--- src/hdl/acc_pkg.sv ---
/*
 Constants for the converter control block: register offsets, field positions,
 reset values and timing counts. Assumes a 125 MHz APB clock.
*/
package acc_pkg;
	localparam int ACC_CLK_MHZ = 125;
	localparam logic [7:0] ACC_IDX_CTRL = 8'h1F;
	localparam logic [7:0] ACC_IDX_PINCFG = 8'h9F;
	localparam logic [7:0] ACC_IDX_RES_HI = 8'h1E;
	localparam logic [7:0] ACC_IDX_RES_LO = 8'h9E;
	localparam logic [7:0] ACC_IDX_STATUS = 8'h20;
	localparam logic [7:0] ACC_IDX_SAMPLE = 8'h21;
	localparam int ACC_BIT_POWER = 0;
	localparam int ACC_BIT_GO = 2;
	localparam int ACC_CHAN_LSB = 3;
	localparam int ACC_CLKSEL_LSB = 6;
	localparam logic [7:0] ACC_CTRL_RESET = 8'h00;
	localparam logic [7:0] ACC_PINCFG_RESET = 8'h00;
	localparam logic [7:0] ACC_CTRL_WMASK = 8'hFD;
	localparam int ACC_DIV_CODE0 = 2;
	localparam int ACC_DIV_CODE1 = 8;
	localparam int ACC_DIV_CODE2 = 32;
	localparam int ACC_RC_PERIOD_NS = 4000;
	localparam int ACC_RC_CYCLES = (ACC_RC_PERIOD_NS * ACC_CLK_MHZ) / 1000;
	localparam int ACC_CONV_STEPS = 12;
	localparam int ACC_RES_BITS = 10;
	localparam int ACC_CHANNELS = 8;
	localparam int ACC_CHANNELS_SMALL = 5;
	localparam logic [1:0] ACC_CLKSEL_RC = 2'h3;
	typedef enum logic [1:0]
	{
		ACC_IDLE = 2'b00,
		ACC_SETTLE = 2'b01,
		ACC_CONVERT = 2'b10,
		ACC_FINISH = 2'b11
	} acc_state_e;
endpackage

--- src/hdl/acc_sar_reg.sv ---
/*
 Successive-approximation register: holds the trial word and decides one bit
 per step from the top down. Assumes the comparator answer is valid at each step.
*/
`timescale 1ns/10ps
module acc_sar_reg
(
	input wire logic pclk,
	input wire logic presetn,
	input wire logic clear,
	input wire logic load,
	input wire logic step,
	input wire logic [3:0] bit_index,
	input wire logic comp_high,
	output logic [9:0] trial
);
	import acc_pkg::*;

	// =========================================
	// Trial word
	always_ff @(posedge pclk or negedge presetn)
	begin
		if (!presetn)
			trial <= 10'h000;
		else if (clear)
			trial <= 10'h000;
		else if (load)
			trial <= 10'h200;
		else if (step)
		begin
			trial[bit_index] <= comp_high;
			if (bit_index != 4'h0)
				trial[bit_index - 4'h1] <= 1'b1;
		end
	end
endmodule

--- src/hdl/acc_top.sv ---
/*
 APB-reached control logic of a 10-bit successive-approximation converter:
 control, pin configuration and result registers plus the conversion sequencer.
 Assumes an external comparator that reports whether the selected analog input
 lies above the current trial level.
*/
// Implementation choice: the APB slave port.
`timescale 1ns/10ps

// How it works
// - The channel field reaches eight inputs, five of them on the small package.
// - Each conversion yields a 10-bit unsigned result.
// - The sequencer decides one result bit per bit period from the top down.
// - High and low references come from the rails or the two reference pins.
// - In sleep only the RC clock choice keeps converting; other choices halt.
// - Control bits 5 to 3 select channel n for code n.
// - Writing one to the go bit while powered starts a conversion.
// - Hardware clears the go bit at completion unless a control write setting go lands in that cycle, which leaves it reading one while idle.
// - Control, pin configuration and the two result bytes are software registers.
// - The pin configuration register marks pins analog or digital and picks pin or rail for each of the two references.
// - Clock select codes 00, 01, 10 give 2, 8, 32 oscillator periods, 11 the RC clock.
// - On completion the result pair loads and the done flag sets; go clears unless a control write setting go lands in that cycle.
// - A conversion takes twelve bit periods from start to result.
module acc_top
(
	input wire logic pclk,
	input wire logic presetn,
	input wire logic psel,
	input wire logic penable,
	input wire logic pwrite,
	input wire logic [31:0] paddr,
	input wire logic [31:0] pwdata,
	output logic [31:0] prdata,
	output logic pready,
	output logic pslverr,
	input wire logic small_package,
	input wire logic sleep_mode,
	input wire logic comp_high,
	output logic [2:0] selected_channel,
	output logic [9:0] trial_level,
	output logic sample_hold,
	output logic [3:0] pin_config,
	output logic high_ref_from_pin,
	output logic low_ref_from_pin,
	output logic converter_active,
	output logic conversion_done_flag
);
	import acc_pkg::*;

	logic [7:0] converter_control_reg_r;
	logic [7:0] pin_config_reg_r;
	logic [9:0] result_r;
	logic conversion_done_flag_r;
	acc_state_e state_r;
	logic [8:0] div_cnt_r;
	logic [3:0] step_cnt_r;
	logic [9:0] trial;
	logic tick;
	logic wr_en;
	logic rd_en;
	logic [7:0] word_idx;
	logic mapped;
	logic go_write;
	logic abort;
	logic halted;
	logic sar_load;
	logic sar_step;
	logic finish;
	logic [8:0] div_limit;
	logic [31:0] rd_val;

	// =========================================
	// Helpers
	function automatic logic [8:0] acc_div_limit(input logic [1:0] code);
		logic [8:0] lim;
		lim = 9'(ACC_RC_CYCLES - 1);
		unique case (code)
			2'h0: lim = 9'(ACC_DIV_CODE0 - 1);
			2'h1: lim = 9'(ACC_DIV_CODE1 - 1);
			2'h2: lim = 9'(ACC_DIV_CODE2 - 1);
			2'h3: lim = 9'(ACC_RC_CYCLES - 1);
		endcase
		return lim;
	endfunction

	function automatic logic acc_is_mapped(input logic [7:0] idx);
		return (idx == ACC_IDX_CTRL) || (idx == ACC_IDX_PINCFG) || (idx == ACC_IDX_RES_HI) ||
			(idx == ACC_IDX_RES_LO) || (idx == ACC_IDX_STATUS) || (idx == ACC_IDX_SAMPLE);
	endfunction

	// =========================================
	// APB decode
	assign word_idx = paddr[9:2];
	assign mapped = acc_is_mapped(word_idx) && (paddr[31:10] == 22'h0) && (paddr[1:0] == 2'h0);
	assign pready = 1'b1;
	assign pslverr = psel && penable && !mapped;
	assign wr_en = psel && penable && pwrite && mapped;
	assign rd_en = psel && penable && !pwrite && mapped;
	assign go_write = wr_en && (word_idx == ACC_IDX_CTRL) && pwdata[ACC_BIT_GO];
	assign abort = wr_en && (word_idx == ACC_IDX_CTRL) && !pwdata[ACC_BIT_GO];

	// =========================================
	// Control register
	always_ff @(posedge pclk or negedge presetn)
	begin
		if (!presetn)
			converter_control_reg_r <= ACC_CTRL_RESET;
		else if (wr_en && (word_idx == ACC_IDX_CTRL))
		begin
			converter_control_reg_r <= pwdata[7:0] & ACC_CTRL_WMASK;
			if (!pwdata[ACC_BIT_POWER] || !converter_control_reg_r[ACC_BIT_POWER])
				converter_control_reg_r[ACC_BIT_GO] <= 1'b0;
		end
		else if (finish || !converter_control_reg_r[ACC_BIT_POWER])
			converter_control_reg_r[ACC_BIT_GO] <= 1'b0;
	end

	// =========================================
	// Pin configuration register
	always_ff @(posedge pclk or negedge presetn)
	begin
		if (!presetn)
			pin_config_reg_r <= ACC_PINCFG_RESET;
		else if (wr_en && (word_idx == ACC_IDX_PINCFG))
			pin_config_reg_r <= pwdata[7:0];
	end

	assign pin_config = pin_config_reg_r[3:0];
	assign high_ref_from_pin = pin_config_reg_r[4];
	assign low_ref_from_pin = pin_config_reg_r[5];
	assign selected_channel = converter_control_reg_r[ACC_CHAN_LSB +: 3];

	// =========================================
	// Bit period generator
	assign div_limit = acc_div_limit(converter_control_reg_r[ACC_CLKSEL_LSB +: 2]);
	assign halted = sleep_mode && (converter_control_reg_r[ACC_CLKSEL_LSB +: 2] != ACC_CLKSEL_RC);
	assign tick = (div_cnt_r == div_limit) && !halted;

	always_ff @(posedge pclk or negedge presetn)
	begin
		if (!presetn)
			div_cnt_r <= 9'h000;
		else if (state_r == ACC_IDLE)
			div_cnt_r <= 9'h000;
		else if (halted)
			div_cnt_r <= div_cnt_r;
		else if (tick)
			div_cnt_r <= 9'h000;
		else
			div_cnt_r <= div_cnt_r + 9'h001;
	end

	// =========================================
	// Conversion sequencer
	always_ff @(posedge pclk or negedge presetn)
	begin
		if (!presetn)
		begin
			state_r <= ACC_IDLE;
			step_cnt_r <= 4'h0;
		end
		else if (abort || !converter_control_reg_r[ACC_BIT_POWER])
		begin
			state_r <= ACC_IDLE;
			step_cnt_r <= 4'h0;
		end
		else
		begin
			unique case (state_r)
				ACC_IDLE:
				begin
					if (go_write && converter_control_reg_r[ACC_BIT_POWER])
						state_r <= ACC_SETTLE;
					step_cnt_r <= 4'h0;
				end
				ACC_SETTLE:
				begin
					if (tick)
					begin
						state_r <= ACC_CONVERT;
						step_cnt_r <= 4'(ACC_RES_BITS - 1);
					end
				end
				ACC_CONVERT:
				begin
					if (tick)
					begin
						if (step_cnt_r == 4'h0)
							state_r <= ACC_FINISH;
						else
							step_cnt_r <= step_cnt_r - 4'h1;
					end
				end
				ACC_FINISH:
				begin
					if (tick)
						state_r <= ACC_IDLE;
				end
			endcase
		end
	end

	assign sar_load = (state_r == ACC_SETTLE) && tick && !abort;
	assign sar_step = (state_r == ACC_CONVERT) && tick && !abort;
	assign finish = (state_r == ACC_FINISH) && tick && !abort && converter_control_reg_r[ACC_BIT_POWER];
	assign sample_hold = (state_r != ACC_IDLE);
	assign converter_active = converter_control_reg_r[ACC_BIT_POWER];

	acc_sar_reg u_sar
	(
		.pclk(pclk),
		.presetn(presetn),
		.clear(state_r == ACC_IDLE),
		.load(sar_load),
		.step(sar_step),
		.bit_index(step_cnt_r),
		.comp_high(comp_high),
		.trial(trial)
	);

	assign trial_level = trial;

	// =========================================
	// Result pair and done flag
	always_ff @(posedge pclk or negedge presetn)
	begin
		if (!presetn)
			result_r <= 10'h000;
		else if (finish)
			result_r <= trial;
		else if (wr_en && (word_idx == ACC_IDX_RES_HI))
			result_r[9:8] <= pwdata[1:0];
		else if (wr_en && (word_idx == ACC_IDX_RES_LO))
			result_r[7:0] <= pwdata[7:0];
	end

	always_ff @(posedge pclk or negedge presetn)
	begin
		if (!presetn)
			conversion_done_flag_r <= 1'b0;
		else if (finish)
			conversion_done_flag_r <= 1'b1;
		else if (wr_en && (word_idx == ACC_IDX_STATUS) && pwdata[0])
			conversion_done_flag_r <= 1'b0;
	end

	assign conversion_done_flag = conversion_done_flag_r;

	// =========================================
	// Read data
	always_comb
	begin
		rd_val = 32'h0000_0000;
		unique case (word_idx)
			ACC_IDX_CTRL: rd_val = {24'h0, converter_control_reg_r};
			ACC_IDX_PINCFG: rd_val = {24'h0, pin_config_reg_r};
			ACC_IDX_RES_HI: rd_val = {30'h0, result_r[9:8]};
			ACC_IDX_RES_LO: rd_val = {24'h0, result_r[7:0]};
			ACC_IDX_STATUS: rd_val = {29'h0, small_package, halted, conversion_done_flag_r};
			ACC_IDX_SAMPLE: rd_val = {20'h0, state_r, trial};
			default: rd_val = 32'h0000_0000;
		endcase
	end

	always_ff @(posedge pclk or negedge presetn)
	begin
		if (!presetn)
			prdata <= 32'h0000_0000;
		else if (psel && !penable && !pwrite)
			prdata <= mapped ? rd_val : 32'h0000_0000;
		else if (!rd_en)
			prdata <= prdata;
	end
endmodule

--- config.mk ---
export PLATFORM = sky130hd
export DESIGN_NAME = acc_top
export DESIGN_NICKNAME = d
export VERILOG_FILES = /design/src/hdl/acc_pkg.sv /design/src/hdl/acc_sar_reg.sv /design/src/hdl/acc_top.sv
export SDC_FILE = /design/constraint.sdc
export NUM_CORES = 1
export LEC_CHECK = 0
export BUFFER_PORTS_ARGS = -buffer_cell sky130_fd_sc_hd__buf_2
export CORE_ASPECT_RATIO = 1.4
export CORE_MARGIN = 5
export CORE_UTILIZATION = 52
export CTS_CLUSTER_SIZE = 24
export DETAILED_ROUTE_END_ITERATION = 6
export PLACE_DENSITY_LB_ADDON = 0.3
export SYNTH_ARGS = -nofsm -noshare
export SYNTH_HDL_FRONTEND = slang
export SYNTH_SLANG_ARGS = --single-unit
--- constraint.sdc ---
create_clock -name pclk -period 2.6 [get_ports pclk]
set_input_delay 0.26 -clock pclk [delete_from_list [all_inputs] [get_ports pclk]]
set_output_delay 0.26 -clock pclk [all_outputs]
set_load 0.02 [all_outputs]
## Word level (Yosys, flattened, before mapping)

Cells that the tools add are included.

- Output and inout port bits: 56
- Logic and storage cells: 136
- Input port bits: 72
- Register bits after elaboration: 83

- Bitwise operators: 1
- Magnitude comparators: 4
- Add/sub/neg operators: 2
- Reduce and logical (&&, ||, !) cells: 60
- Mux-type cells: 36
- Eq/ne operators: 22

Operators with widths:

| kind | count |
|---|---|
| $pmux 12 s6 | 1 |
| $mux 10 | 5 |
| $pmux 9 s4 | 1 |
| $mux 32 | 1 |
| $logic_and 1x1->1 | 28 |
| $mux 9 | 3 |
| $logic_not 22->1 | 1 |
| $ne 3x3->1 const B | 6 |
| $eq 8x5->1 const B | 2 |
| $eq 8x6->1 const B | 2 |
| $eq 8x8->1 const B | 2 |
| $mux 4 | 4 |
| $mux 8 | 2 |
| $mux 2 | 7 |
| $pmux 4 s3 | 1 |
| $bwmux 10 | 1 |
| $lt 4x5->1 const B | 2 |
| $or 10x10->10 | 1 |
| $reduce_bool 2->1 | 5 |
| $add 9x1->9 const B | 1 |
| $eq 9x9->1 | 1 |
| $demux 1 s4 | 2 |
| $eq 2x2->1 const B | 4 |
| $ge 4x1->1 const B | 2 |
| other kinds (15) | 40 |

## Logic depth before layout (Yosys ltp)

Gate-level depths: netlist (run 1).

- Depth after elaboration: 17
- Depth in mapped cells: 10
- Gate-level depth less buffers: 8

## Modules after synthesis

Synthesis (run 1) repeated with hierarchy kept, for this count alone.

- Cell total of the unflattened synthesis: 421
- Area, all modules: 4156.5 um^2

By module, submodules not included:

| module | seq. area each (um^2) | area an instance (um^2) | cells each | instances |
|---|---|---|---|---|
| acc_top | 1326.3 | 3554.7 | 364 | 1 |
| acc_sar_reg | 250.2 | 601.8 | 57 | 1 |

## Worst setup path after synthesis (run 1)

Ideal clock, no wire load.

- Path kind: input port to flip-flop
- Start point: input port paddr[4]
- End point: register result_r[0]
- Setup time: 0.137 ns
- Arrival: 2.106 ns
- Slack: 0.357 ns
- Stages on the path: 6
- Buffers on the path: 0
- Cells stage by stage: or4b_1 > or4_4 > a211oi_4 > nand3_2 > mux2i_1 > a21oi_1

- Cells in the longest elaborated chain, start to end: 16
- Elaborated cells between the ends (all ways): 25
- Those cells by class: 7 x eq/ne; 1 x mux; 17 x reduce/logical

Ends and longest elaborated chain:

| what | line | source |
|---|---|---|
| start, declared | acc_top.sv:31 | `input wire logic [31:0] paddr,` |
| $eq 8x5->1 or $eq 8x8->1 (tied branches) | acc_top.sv:87, acc_top.sv:100 |  |
| $logic_or 1x1->1 (3 in a row) | acc_top.sv:87 | `return (idx == ACC_IDX_CTRL) \|\| (idx == ACC_IDX_PINCFG) \|\| (idx == ACC_IDX_RES_HI) \|\|` |
| $logic_or 1x1->1 (2 in a row) | acc_top.sv:88 | `(idx == ACC_IDX_RES_LO) \|\| (idx == ACC_IDX_STATUS) \|\| (idx == ACC_IDX_SAMPLE);` |
| $logic_and 1x1->1 (2 in a row) | acc_top.sv:94 | `assign mapped = acc_is_mapped(word_idx) && (paddr[31:10] == 22'h0) && (paddr[1:0] == 2'h0);` |
| $logic_and 1x1->1 | acc_top.sv:97 | `assign wr_en = psel && penable && pwrite && mapped;` |
| $logic_and 1x1->1 (2 in a row) | acc_top.sv:100 | `assign abort = wr_en && (word_idx == ACC_IDX_CTRL) && !pwdata[ACC_BIT_GO];` |
| $logic_not 1->1 | acc_top.sv:205 | `assign finish = (state_r == ACC_FINISH) && tick && !abort && converter_control_reg_r[ACC_BIT_POWER];` |
| $logic_and 1x1->1 (2 in a row) | acc_top.sv:205 |  |
| $ne 2x2->1 (no line) or $reduce_bool 2->1 (tied branches) | -- |  |
| $reduce_and 2->1 (no line) | -- |  |
| end signal, assigned | acc_top.sv:230 | `result_r <= trial;` |
| end signal, assigned | acc_top.sv:234 | `result_r[7:0] <= pwdata[7:0];` |
| end, declared | acc_top.sv:52 | `logic [9:0] result_r;` |

Parallel ways exist; a longest one is shown, timed or not.
A chain may end at the register's enable or synchronous reset.

## Final worst setup path (run 1)

- Start point: register converter_control_reg_r[6]
- End point: register u_sar.trial[5]

- Cells in the longest elaborated chain, start to end: 8
- Elaborated cells between the ends (all ways): 17
- Those cells by class: 5 x eq/ne; 3 x mux; 9 x reduce/logical

Ends and longest elaborated chain:

| what | line | source |
|---|---|---|
| start, declared | acc_top.sv:50 | `logic [7:0] converter_control_reg_r;` |
| start signal, assigned | acc_top.sv:110 | `converter_control_reg_r <= pwdata[7:0] & ACC_CTRL_WMASK;` |
| $eq 2x2->1 (tied with other cells) | acc_top.sv:77 | `unique case (code)` |
| $pmux 9 s4 or $logic_and 1x1->1 (tied branches) | acc_top.sv:77, acc_top.sv:136 |  |
| $eq 9x9->1 or $logic_not 1->1 (tied branches) | acc_top.sv:137 | `assign tick = (div_cnt_r == div_limit) && !halted;` |
| $logic_and 1x1->1 (*) | acc_top.sv:137 |  |
| $logic_and 1x1->1 (2 in a row) | acc_top.sv:203 | `assign sar_load = (state_r == ACC_SETTLE) && tick && !abort;` |
| $mux 10 | acc_sar_reg.sv:27 | `else if (load)` |
| $mux 10 | acc_sar_reg.sv:25 | `else if (clear)` |
| end signal, assigned by index | acc_sar_reg.sv:31 | `trial[bit_index] <= comp_high;` |
| end, declared | acc_sar_reg.sv:15 | `output logic [9:0] trial` |

Mark *: on every way between the ends. The rest lies on a longest branch, timed or not. The select of a mux whose other input is x is not followed.

==> flow_metrics.tcl, run 1 <==
set metrics [dict create \
    status "completed" \
    cp-end-kind "flip-flop" \
    leakagePower_nw 2.350 \
    crit_fanout 8 \
    report.final.slew_viol_count 0 \
    synth.area.top_cells "dfrtp_1 39%, buf_4 5.2%, mux2_2 4.2%, ha_1 4.1%, nor2_1 3.8%" \
    clkSinkCount 63 \
    hp-class "primary input to flip-flop" \
    crit_type "flip-flop to flip-flop" \
    die_h_um 113.9 \
    port_buffers 82 \
    layout_common_cells "82 x buf_2, 63 x dfrtp_1, 41 x nor2_1, 31 x nand2_1, 24 x a21oi_1" \
    relSlewSlack 0.5281 \
    postRouteAntennaNets 0 \
    syn_avg_cell_area_um2 9.350 \
    antenna_found_initial 0 \
    cts_inserted_buffers 9 \
    clk_latency_ns 0.35 \
    pin_count 128 \
    worstPathArrival_ns 2.64 \
    cts-root-buf "clkbuf_8" \
    hold_viol 0 \
    grt_pass1_wl_mm 16.59 \
    synth_cell_types 59 \
    synth-main-ff-cell "dfrtp_1" \
    slowest_stage "dfrtp_1" \
    yosys_warnings 0 \
    ys_seq_area_frac 0.3930 \
    place_ws_ns -0.003380 \
    critical_path_required_ns 2.81 \
    area_delta_synth_final_pct 16.13 \
    syn_inst 429 \
    cpPeakStageDelay_ns 0.45 \
    maxCapViolCount 0 \
    final_common_cell "buf_2" \
    synth_seq_cells 63 \
    start_util 0.5240 \
    p_total_mw 2.121 \
    powerDensity_nw_per_um2 455.4 \
    via_per_inst 5.761 \
    path_delay_family "simple AND/OR/NAND/NOR gates" \
    path_buf_inv 2 \
    timing.hold.ws_ns 0.1736 \
    drt-wirelength-per-cell_um 16.97 \
    route.detailed.drc 0 \
    route.vias.total 3497 \
    gp_congestion 0.8967 \
    worst_pin_slew_ns 0.7079 \
    cts.reportedPaths.clkPinSlew_ns 0.08 \
    cts_tree "done" \
    fin_nets 587 \
    coreArea_um2 7655 \
    grt_start_max_net_pins 30 \
    drive_gt1_frac 0.2742 \
    synth_edf_count 0 \
    grt-ovfl-total 0 \
    finalSetupTns_ns 0 \
    cts-htree-levels 3 \
    fmax_mhz 411.7 \
    place_hpwl_mm 7.972 \
    fp-row-count 38 \
    grt_pass1_vias 3408 \
    clock_path_buffers 2 \
    async_flop_share 1.000 \
    synth_area_um2 4011 \
    setup_viol 0 \
    drt_iter0_drc 212 \
    layout_setup_ws_ns 0.1712 \
    synthDominantCellAreaShare 0.3930 \
    dr.pass1.iters 4 \
    rsz0062_at_grt "no" \
    post-route-period-util 0.9342 \
    path_cells "inv_1, ha_1, xnor2_1, and4_1, o211a_4, nor4bb_2, buf_4, nand4_1, nor3b_1" \
    critPathLaunchType "flip-flop" \
    wirelength_mm 10.30 \
    die_area_um2 9595 \
    die_x_um 84.23 \
    n_antenna_cell 0 \
    vdd_drop_max_mv 0.3087 \
    grt_usage 0.2173 \
    finClkSkew_ns 0.01397 \
    yosys.area.top_type "dfrtp_1" \
    min_period_ns 2.429 \
]
-- final cells by class --
class / count / area (um2)
multi-input combinational: 318 / 2157
fill: 667 / 2997
clock buffer: 10 / 127.6
tap: 100 / 125.1
sequential: 63 / 1577
timing repair buffer: 94 / 503.0
clock inverter: 6 / 108.9
inverter: 16 / 60.06
-- what timing repair did --
action / CTS / global route
setup endpoints to repair: 0 / 9
hold endpoints to repair: 27 / 0
setup buffers: 0 / 0
gates resized for setup: 0 / 5
hold buffers: 1 / 0
-- stage by stage --
step / instances / util / instance area, um2
floorplan: 448 / - / 4083
global placement: 590 / 0.5737 / 4392
detailed placement: 590 / 0.5737 / 4392
CTS: 607 / 0.6059 / 4638
global route: 607 / 0.6085 / 4658
finish: 607 / 0.6085 / 4658
-- Yosys cell counts (4+ instances only) --
cell type	instances
dfrtp_1	63
xnor2_1	8
a22oi_1	13
nand2_1	31
nand4_1	9
a21oi_1	24
mux2i_1	15
xor2_1	6
o2111ai_1	4
o21ai_0	10
nor2_1	41
buf_2	4
nand3_1	13
clkbuf_1	17
a211oi_1	10
inv_1	16
buf_4	28
and3_1	4
nor2b_1	5
a22o_1	11
ha_1	13
nor4_1	8
mux2_2	15
-- registers in the layout, indices dropped and copies added (netlist names) --
name / flops
step_cnt_r: 4
conversion_done_flag: 1
result_r: 10
state_r: 2
div_cnt_r: 9
converter_control_reg_r: 7
u_sar.trial: 10
prdata: 12
pin_config_reg_r: 8
-- path summary, 6_finish.rpt --
path	startpoint	endpoint	slack, ns	cells past startpoint
max in group asynchronous	presetn	u_sar.trial[2]	1.32	3
worst max register to register	converter_control_reg_r[6]	u_sar.trial[5]	0.17	9
worst min-delay path	pwdata[3]	pin_config_reg_r[3]	0.17	2
worst max-delay path	converter_control_reg_r[6]	u_sar.trial[5]	0.17	9
worst min register to register	prdata[0]	prdata[0]	0.47	2
min in group asynchronous	presetn	prdata[0]	0.49	2
-- kinds of logic after synthesis --
family / after synthesis / share of synthesized area
AO/OA/AOI/OAI: 98 / 0.1778
XOR/XNOR: 14 / 0.03057
adder cells (fa/ha/maj): 13 / 0.04055
buffers and inverters: 67 / 0.09201
flip-flops: 63 / 0.3930
multiplexers: 30 / 0.07954
other: 2 / 0.001872
AND/OR/NAND/NOR: 142 / 0.1847
-- power by group --
| group | internal [mW] | switching [mW] | leakage [nW] |
|---|---|---|---|
| clock | 0.635 | 0.384 | 0.120 |
| combinational | 0.0375 | 0.0852 | 1.35 |
| sequential | 0.980 | 0.0000000000416 | 0.881 |
-- layer usage --
layer	part of all wire	up-vias	GRT usage
li1	-	1652	-
met2	0.54	92	0.3920
met4	0.023	0	0.09227
met1	0.39	1730	0.2412
met5	0	-	0
met3	0.052	23	0.05419
Note: power is estimated with default switching activity, not from simulation.
==> run 2: changes to the inputs <==
ABC_CLOCK_PERIOD_IN_PS = 2600   (was not set)
MAX_ROUTING_LAYER = met4   (was not set)
==> run 2 against run 1 <==
Effect of this change: utilization decreased by 0.59 points; critical path depth is the same; maximum frequency up 1.3%; total power is 5.1% lower; die area unchanged; wire length is 0.85% lower; clock skew decreased by 0.0042 ns; largest cell class unchanged.
==> flow_metrics.tcl, run 2 (synthesized netlist as in run 1, its figures left out) <==
set metrics [dict create \
    status "completed" \
    report.final.slew_viol_count 0 \
    hp-class "primary input to flip-flop" \
    slowest_stage "dfrtp_1" \
    cpPeakStageDelay_ns 0.45 \
    fmax_mhz 416.9 \
    cts-htree-levels 3 \
    layout_common_cells "82 x buf_2, 63 x dfrtp_1, 41 x nor2_1, 31 x nand2_1, 24 x a21oi_1" \
    regMostFlops "prdata" \
    min_period_ns 2.399 \
    path_buf_inv 2 \
    top_regs "prdata x12, result_r x10, u_sar.trial x10" \
    leakagePower_nw 2.331 \
    place_hpwl_mm 7.873 \
    area_delta_synth_final_pct 15.00 \
    gp_congestion 0.9007 \
    route.vias.total 3450 \
    cts-root-buf "clkbuf_8" \
    route.detailed.drc 0 \
    fp-row-count 38 \
    clock_path_buffers 2 \
    critPathLaunchType "flip-flop" \
    multi_input_area_um2 2138 \
    die_x_um 84.23 \
    dr.pass1.iters 4 \
    fill_cells 671 \
    antenna_found_initial 0 \
    port_buffers 82 \
    setup_viol 0 \
    die_area_um2 9595 \
    grt_start_max_net_pins 39 \
    start_util 0.5240 \
    critical_path_required_ns 2.81 \
    grt-ovfl-total 0 \
    cts.reportedPaths.clkPinSlew_ns 0.07 \
    finClkSkew_ns 0.009746 \
    worstPathArrival_ns 2.61 \
    clkSinkCount 63 \
    cts_inserted_buffers 9 \
    layout_setup_ws_ns 0.2013 \
    path_cells "inv_1, ha_1, xnor2_1, and4_1, o211a_1, nor4bb_1, buf_4, nand4_1, nor3b_1" \
    pin_count 128 \
    coreArea_um2 7655 \
    final_common_cell "buf_2" \
    post-route-period-util 0.9226 \
    die_h_um 113.9 \
    grt_pass1_wl_mm 16.59 \
    clk_latency_ns 0.34 \
    dp.cells 588 \
    wirelength_mm 10.21 \
    path_delay_family "simple AND/OR/NAND/NOR gates" \
    grt_usage 0.2227 \
    instances_no_fill 605 \
    largest_register_ffs 12 \
    relSlewSlack 0.5784 \
    cts_tree "done" \
    postRouteAntennaNets 0 \
    drt-wirelength-per-cell_um 16.88 \
    hold_viol 0 \
    maxCapViolCount 0 \
    drive_gt1_frac 0.2653 \
    final_util 0.6026 \
    fin_nets 585 \
    cp-end-kind "flip-flop" \
    powerDensity_nw_per_um2 436.3 \
    grt_pass1_vias 3378 \
    crit_fanout 7 \
    crit_type "flip-flop to flip-flop" \
    rsz0062_at_grt "no" \
    via_per_inst 5.702 \
    vdd_drop_max_mv 0.3267 \
    place_ws_ns -0.003386 \
    regArea_um2 1577 \
    n_antenna_cell 0 \
    drt_iter0_drc 230 \
    worst_pin_slew_ns 0.6323 \
]
run 2: cell types whose count changed in the layout (fill, tap and decap cells not counted):
cell and change:
o211a_4 -1, nor4bb_2 -1, clkinv_4 -1, o211a_1 +1
clkinvlp_4 +2, buf_12 +1, buf_4 -3, a22oi_2 -1
nor4bb_1 +1, bufinv_16 -1, a22oi_1 +1
run 2: timing repair:
item | CTS | global route
hold endpoints to repair | 25 | 0
setup buffers | 0 | 0
gates resized for setup | 0 | 1
setup endpoints to repair | 0 | 2
hold buffers | 1 | 0
run 2: layout make-up:
cell class / count / share of cell area
multi-input cells: 318 / 0.4635
flip-flops and latches: 63 / 0.3417
inverters: 16 / 0.01302
well taps: 100 / 0.02712
clock inverters: 6 / 0.01844
clock buffers: 10 / 0.02766
repair buffers: 92 / 0.1085
run 2: layer usage:
layer / track usage / routed length, um
met5: - / 0
met4: 0.09227 / 199
met3: 0.03468 / 417
met2: 0.3857 / 5514
met1: 0.2561 / 4082
run 2: worst paths after layout:
check | from | end | slack [ns] | cells past startpoint
worst max register to register | converter_control_reg_r[6] | u_sar.trial[5] | 0.20 | 9
worst min-delay path | pwdata[3] | converter_control_reg_r[3] | 0.19 | 2
min in group asynchronous | presetn | pin_config_reg_r[0] | 0.47 | 2
max in group asynchronous | presetn | pin_config_reg_r[4] | 1.49 | 3
worst max-delay path | converter_control_reg_r[6] | u_sar.trial[5] | 0.20 | 9
worst min register to register | prdata[0] | prdata[0] | 0.47 | 2
run 2: power by group:
| group | switching, mW | internal (mW) | leakage, nW |
|---|---|---|---|
| Clock | 0.374 | 0.536 | 0.102 |
| Combinational | 0.0846 | 0.0385 | 1.35 |
| Sequential | 0.0000000000419 | 0.980 | 0.881 |
| Total | 0.458 | 1.55 | 2.33 |
run 2: metrics by stage:
| stage | setup TNS [ns] | hold WS (ns) | area, um2 | power, mW |
|---|---|---|---|---|
| 3_3_place_gp | 0 | 0.2971 | 4389 | 1.117 |
| 5_1_grt | 0 | 0.1701 | 4613 | 2.093 |
| 6_report | 0 | 0.1854 | 4613 | 2.013 |
| 3_5_place_dp | -0.004742 | 0.3125 | 4389 | 1.120 |
| 2_1_floorplan | 0 | -0.03559 | 4083 | 1.073 |
| 4_1_cts | 0 | 0.1705 | 4612 | 2.030 |
==> run 3: changes to the inputs <==
CELL_PAD_IN_SITES_DETAIL_PLACEMENT = 0   (was not set)
CELL_PAD_IN_SITES_GLOBAL_PLACEMENT = 1   (was not set)
CORE_UTILIZATION = 38   (was 52)
SLEW_MARGIN = 10   (was not set)
==> run 3 against run 2 <==
Effect of this change: hold slack improved by 0.0064 ns; non-clock buffer count rose by 7; combinational power barely moved; sequential cell count did not move; sequential power barely moved; global-route usage fell by 4.5 points; critical path depth fell by 2; register-to-register slack improved by 0.04 ns; utilization fell by 14 points; highest routed layer unchanged.
==> flow_metrics.tcl, run 3 (synthesized netlist as in run 1, its figures left out) <==
set metrics [dict create \
    post-route-period-util 0.9073 \
    instances_no_fill 650 \
    drive_gt1_frac 0.2754 \
    grt-ovfl-total 0 \
    rsz0062_at_grt "no" \
    crit_fanout 11 \
    min_period_ns 2.359 \
    via_per_inst 5.271 \
    die_h_um 131.6 \
    die_x_um 96.84 \
    die_area_um2 12740 \
    fin_nets 592 \
    grt_start_max_net_pins 39 \
    hold_viol 0 \
    crit_type "flip-flop to flip-flop" \
    finClkSkew_ns 0.007061 \
    clk_latency_ns 0.33 \
    status "completed" \
    drt-wirelength-per-cell_um 17.04 \
    cts-htree-levels 3 \
    fill_cells 1062 \
    area_delta_synth_final_pct 19.34 \
    r2r-start "step_cnt_r[0]" \
    fp-row-count 44 \
    antenna_found_initial 0 \
    report.final.slew_viol_count 0 \
    critical_path_required_ns 2.87 \
    final_common_cell "buf_2" \
    timing.hold.ws_ns 0.1917 \
    cp-end-kind "flip-flop" \
    cts.reportedPaths.clkPinSlew_ns 0.05 \
    grt_pass1_vias 3456 \
    start_util 0.3876 \
    vdd_drop_max_mv 0.2998 \
    crit_start "step_cnt_r[0]" \
    grt_pass1_wl_mm 17.79 \
    dr.pass1.iters 4 \
    regMostFlops "prdata" \
    worstPathArrival_ns 2.63 \
    n_antenna_cell 0 \
    fmax_mhz 423.9 \
    coreArea_um2 10350 \
    grt_usage 0.1777 \
    cts_tree "done" \
    pin_count 128 \
    setup_viol 0 \
    clock_path_buffers 2 \
    hp-start "pwdata[6]" \
    layout_common_cells "82 x buf_2, 63 x dfrtp_1, 41 x nor2_1, 31 x nand2_1, 24 x a21oi_1" \
    largest_register_ffs 12 \
    postRouteAntennaNets 0 \
    critPathLaunchType "flip-flop" \
    worst_pin_slew_ns 0.6165 \
    cts-root-buf "clkbuf_16" \
    port_buffers 82 \
    route.detailed.drc 0 \
    route.vias.total 3426 \
    place_hpwl_mm 8.595 \
    final_util 0.4625 \
    leakagePower_nw 2.401 \
    wirelength_mm 11.08 \
    top_regs "prdata x12, result_r x10, u_sar.trial x10" \
    dp.cells 633 \
    relSlewSlack 0.5875 \
    finalSetupTns_ns 0 \
    hp-class "primary input to flip-flop" \
    p_total_mw 2.236 \
    drt_iter0_drc 153 \
    clkSinkCount 63 \
    powerDensity_nw_per_um2 467.1 \
    gp_congestion 0.9200 \
    cts_inserted_buffers 9 \
    maxCapViolCount 0 \
]
run 3: worst paths after layout:
path                            slack (ns)  depth (start not counted)                          to
worst min-delay path                  0.19                          2         pin_config_reg_r[6]
max in group asynchronous             1.50                          3              u_sar.trial[7]
min in group asynchronous             0.48                          2  converter_control_reg_r[3]
worst min register to register        0.46                          2                   prdata[0]
worst max-delay path                  0.24                          7                  state_r[1]
worst max register to register        0.24                          7                  state_r[1]
run 3: what timing repair did:
item | CTS | global route
endpoints found under the hold margin | 25 | 0
setup buffers | 0 | 0
hold buffers | 1 | 0
resized for setup | 0 | 1
endpoints found under the setup margin | 0 | 5
run 3: metrics by stage:
step / setup WS [ns] / area [um2]
6_report: 0.2411 / 4787
5_1_grt: 0.02485 / 4787
4_1_cts: 0.1875 / 4786
3_5_place_dp: 0.1123 / 4489
3_3_place_gp: 0.1351 / 4489
2_1_floorplan: 0.3569 / 4083
run 3: area by class of cell:
| cell class | instances | area (um2) | share of cell area |
|---|---|---|---|
| multi-input cells | 318 | 2138 | 0.4467 |
| flip-flops and latches | 63 | 1577 | 0.3293 |
| repair buffers | 99 | 553.0 | 0.1155 |
| clock inverters | 4 | 30.03 | 0.006273 |
| well taps | 138 | 172.7 | 0.03607 |
| clock buffers | 12 | 256.5 | 0.05358 |
| inverters | 16 | 60.06 | 0.01255 |
run 3: where the power goes:
part / leakage (nW) / switching [mW] / internal, mW
clock: 0.139 / 0.434 / 0.698
combinational: 1.38 / 0.0839 / 0.0386
sequential: 0.881 / 0.0000000000425 / 0.981
run 3: layer usage:
metal	global-route usage	vias up	wire [um]
li1	-	1660	-
met1	0.1895	1648	4423
met2	0.3164	100	5877
met3	0.03606	18	504
met4	0.07650	0	273
met5	-	-	0
run 3: critical path: stages (launching register included):
cell	delay (ns)
dfrtp_1	0.45
inv_1	0.19
ha_1	0.39
nor3b_1	0.46
o2111ai_1	0.19
a2bb2oi_1	0.23
nor2b_1	0.21
a32o_1	0.18
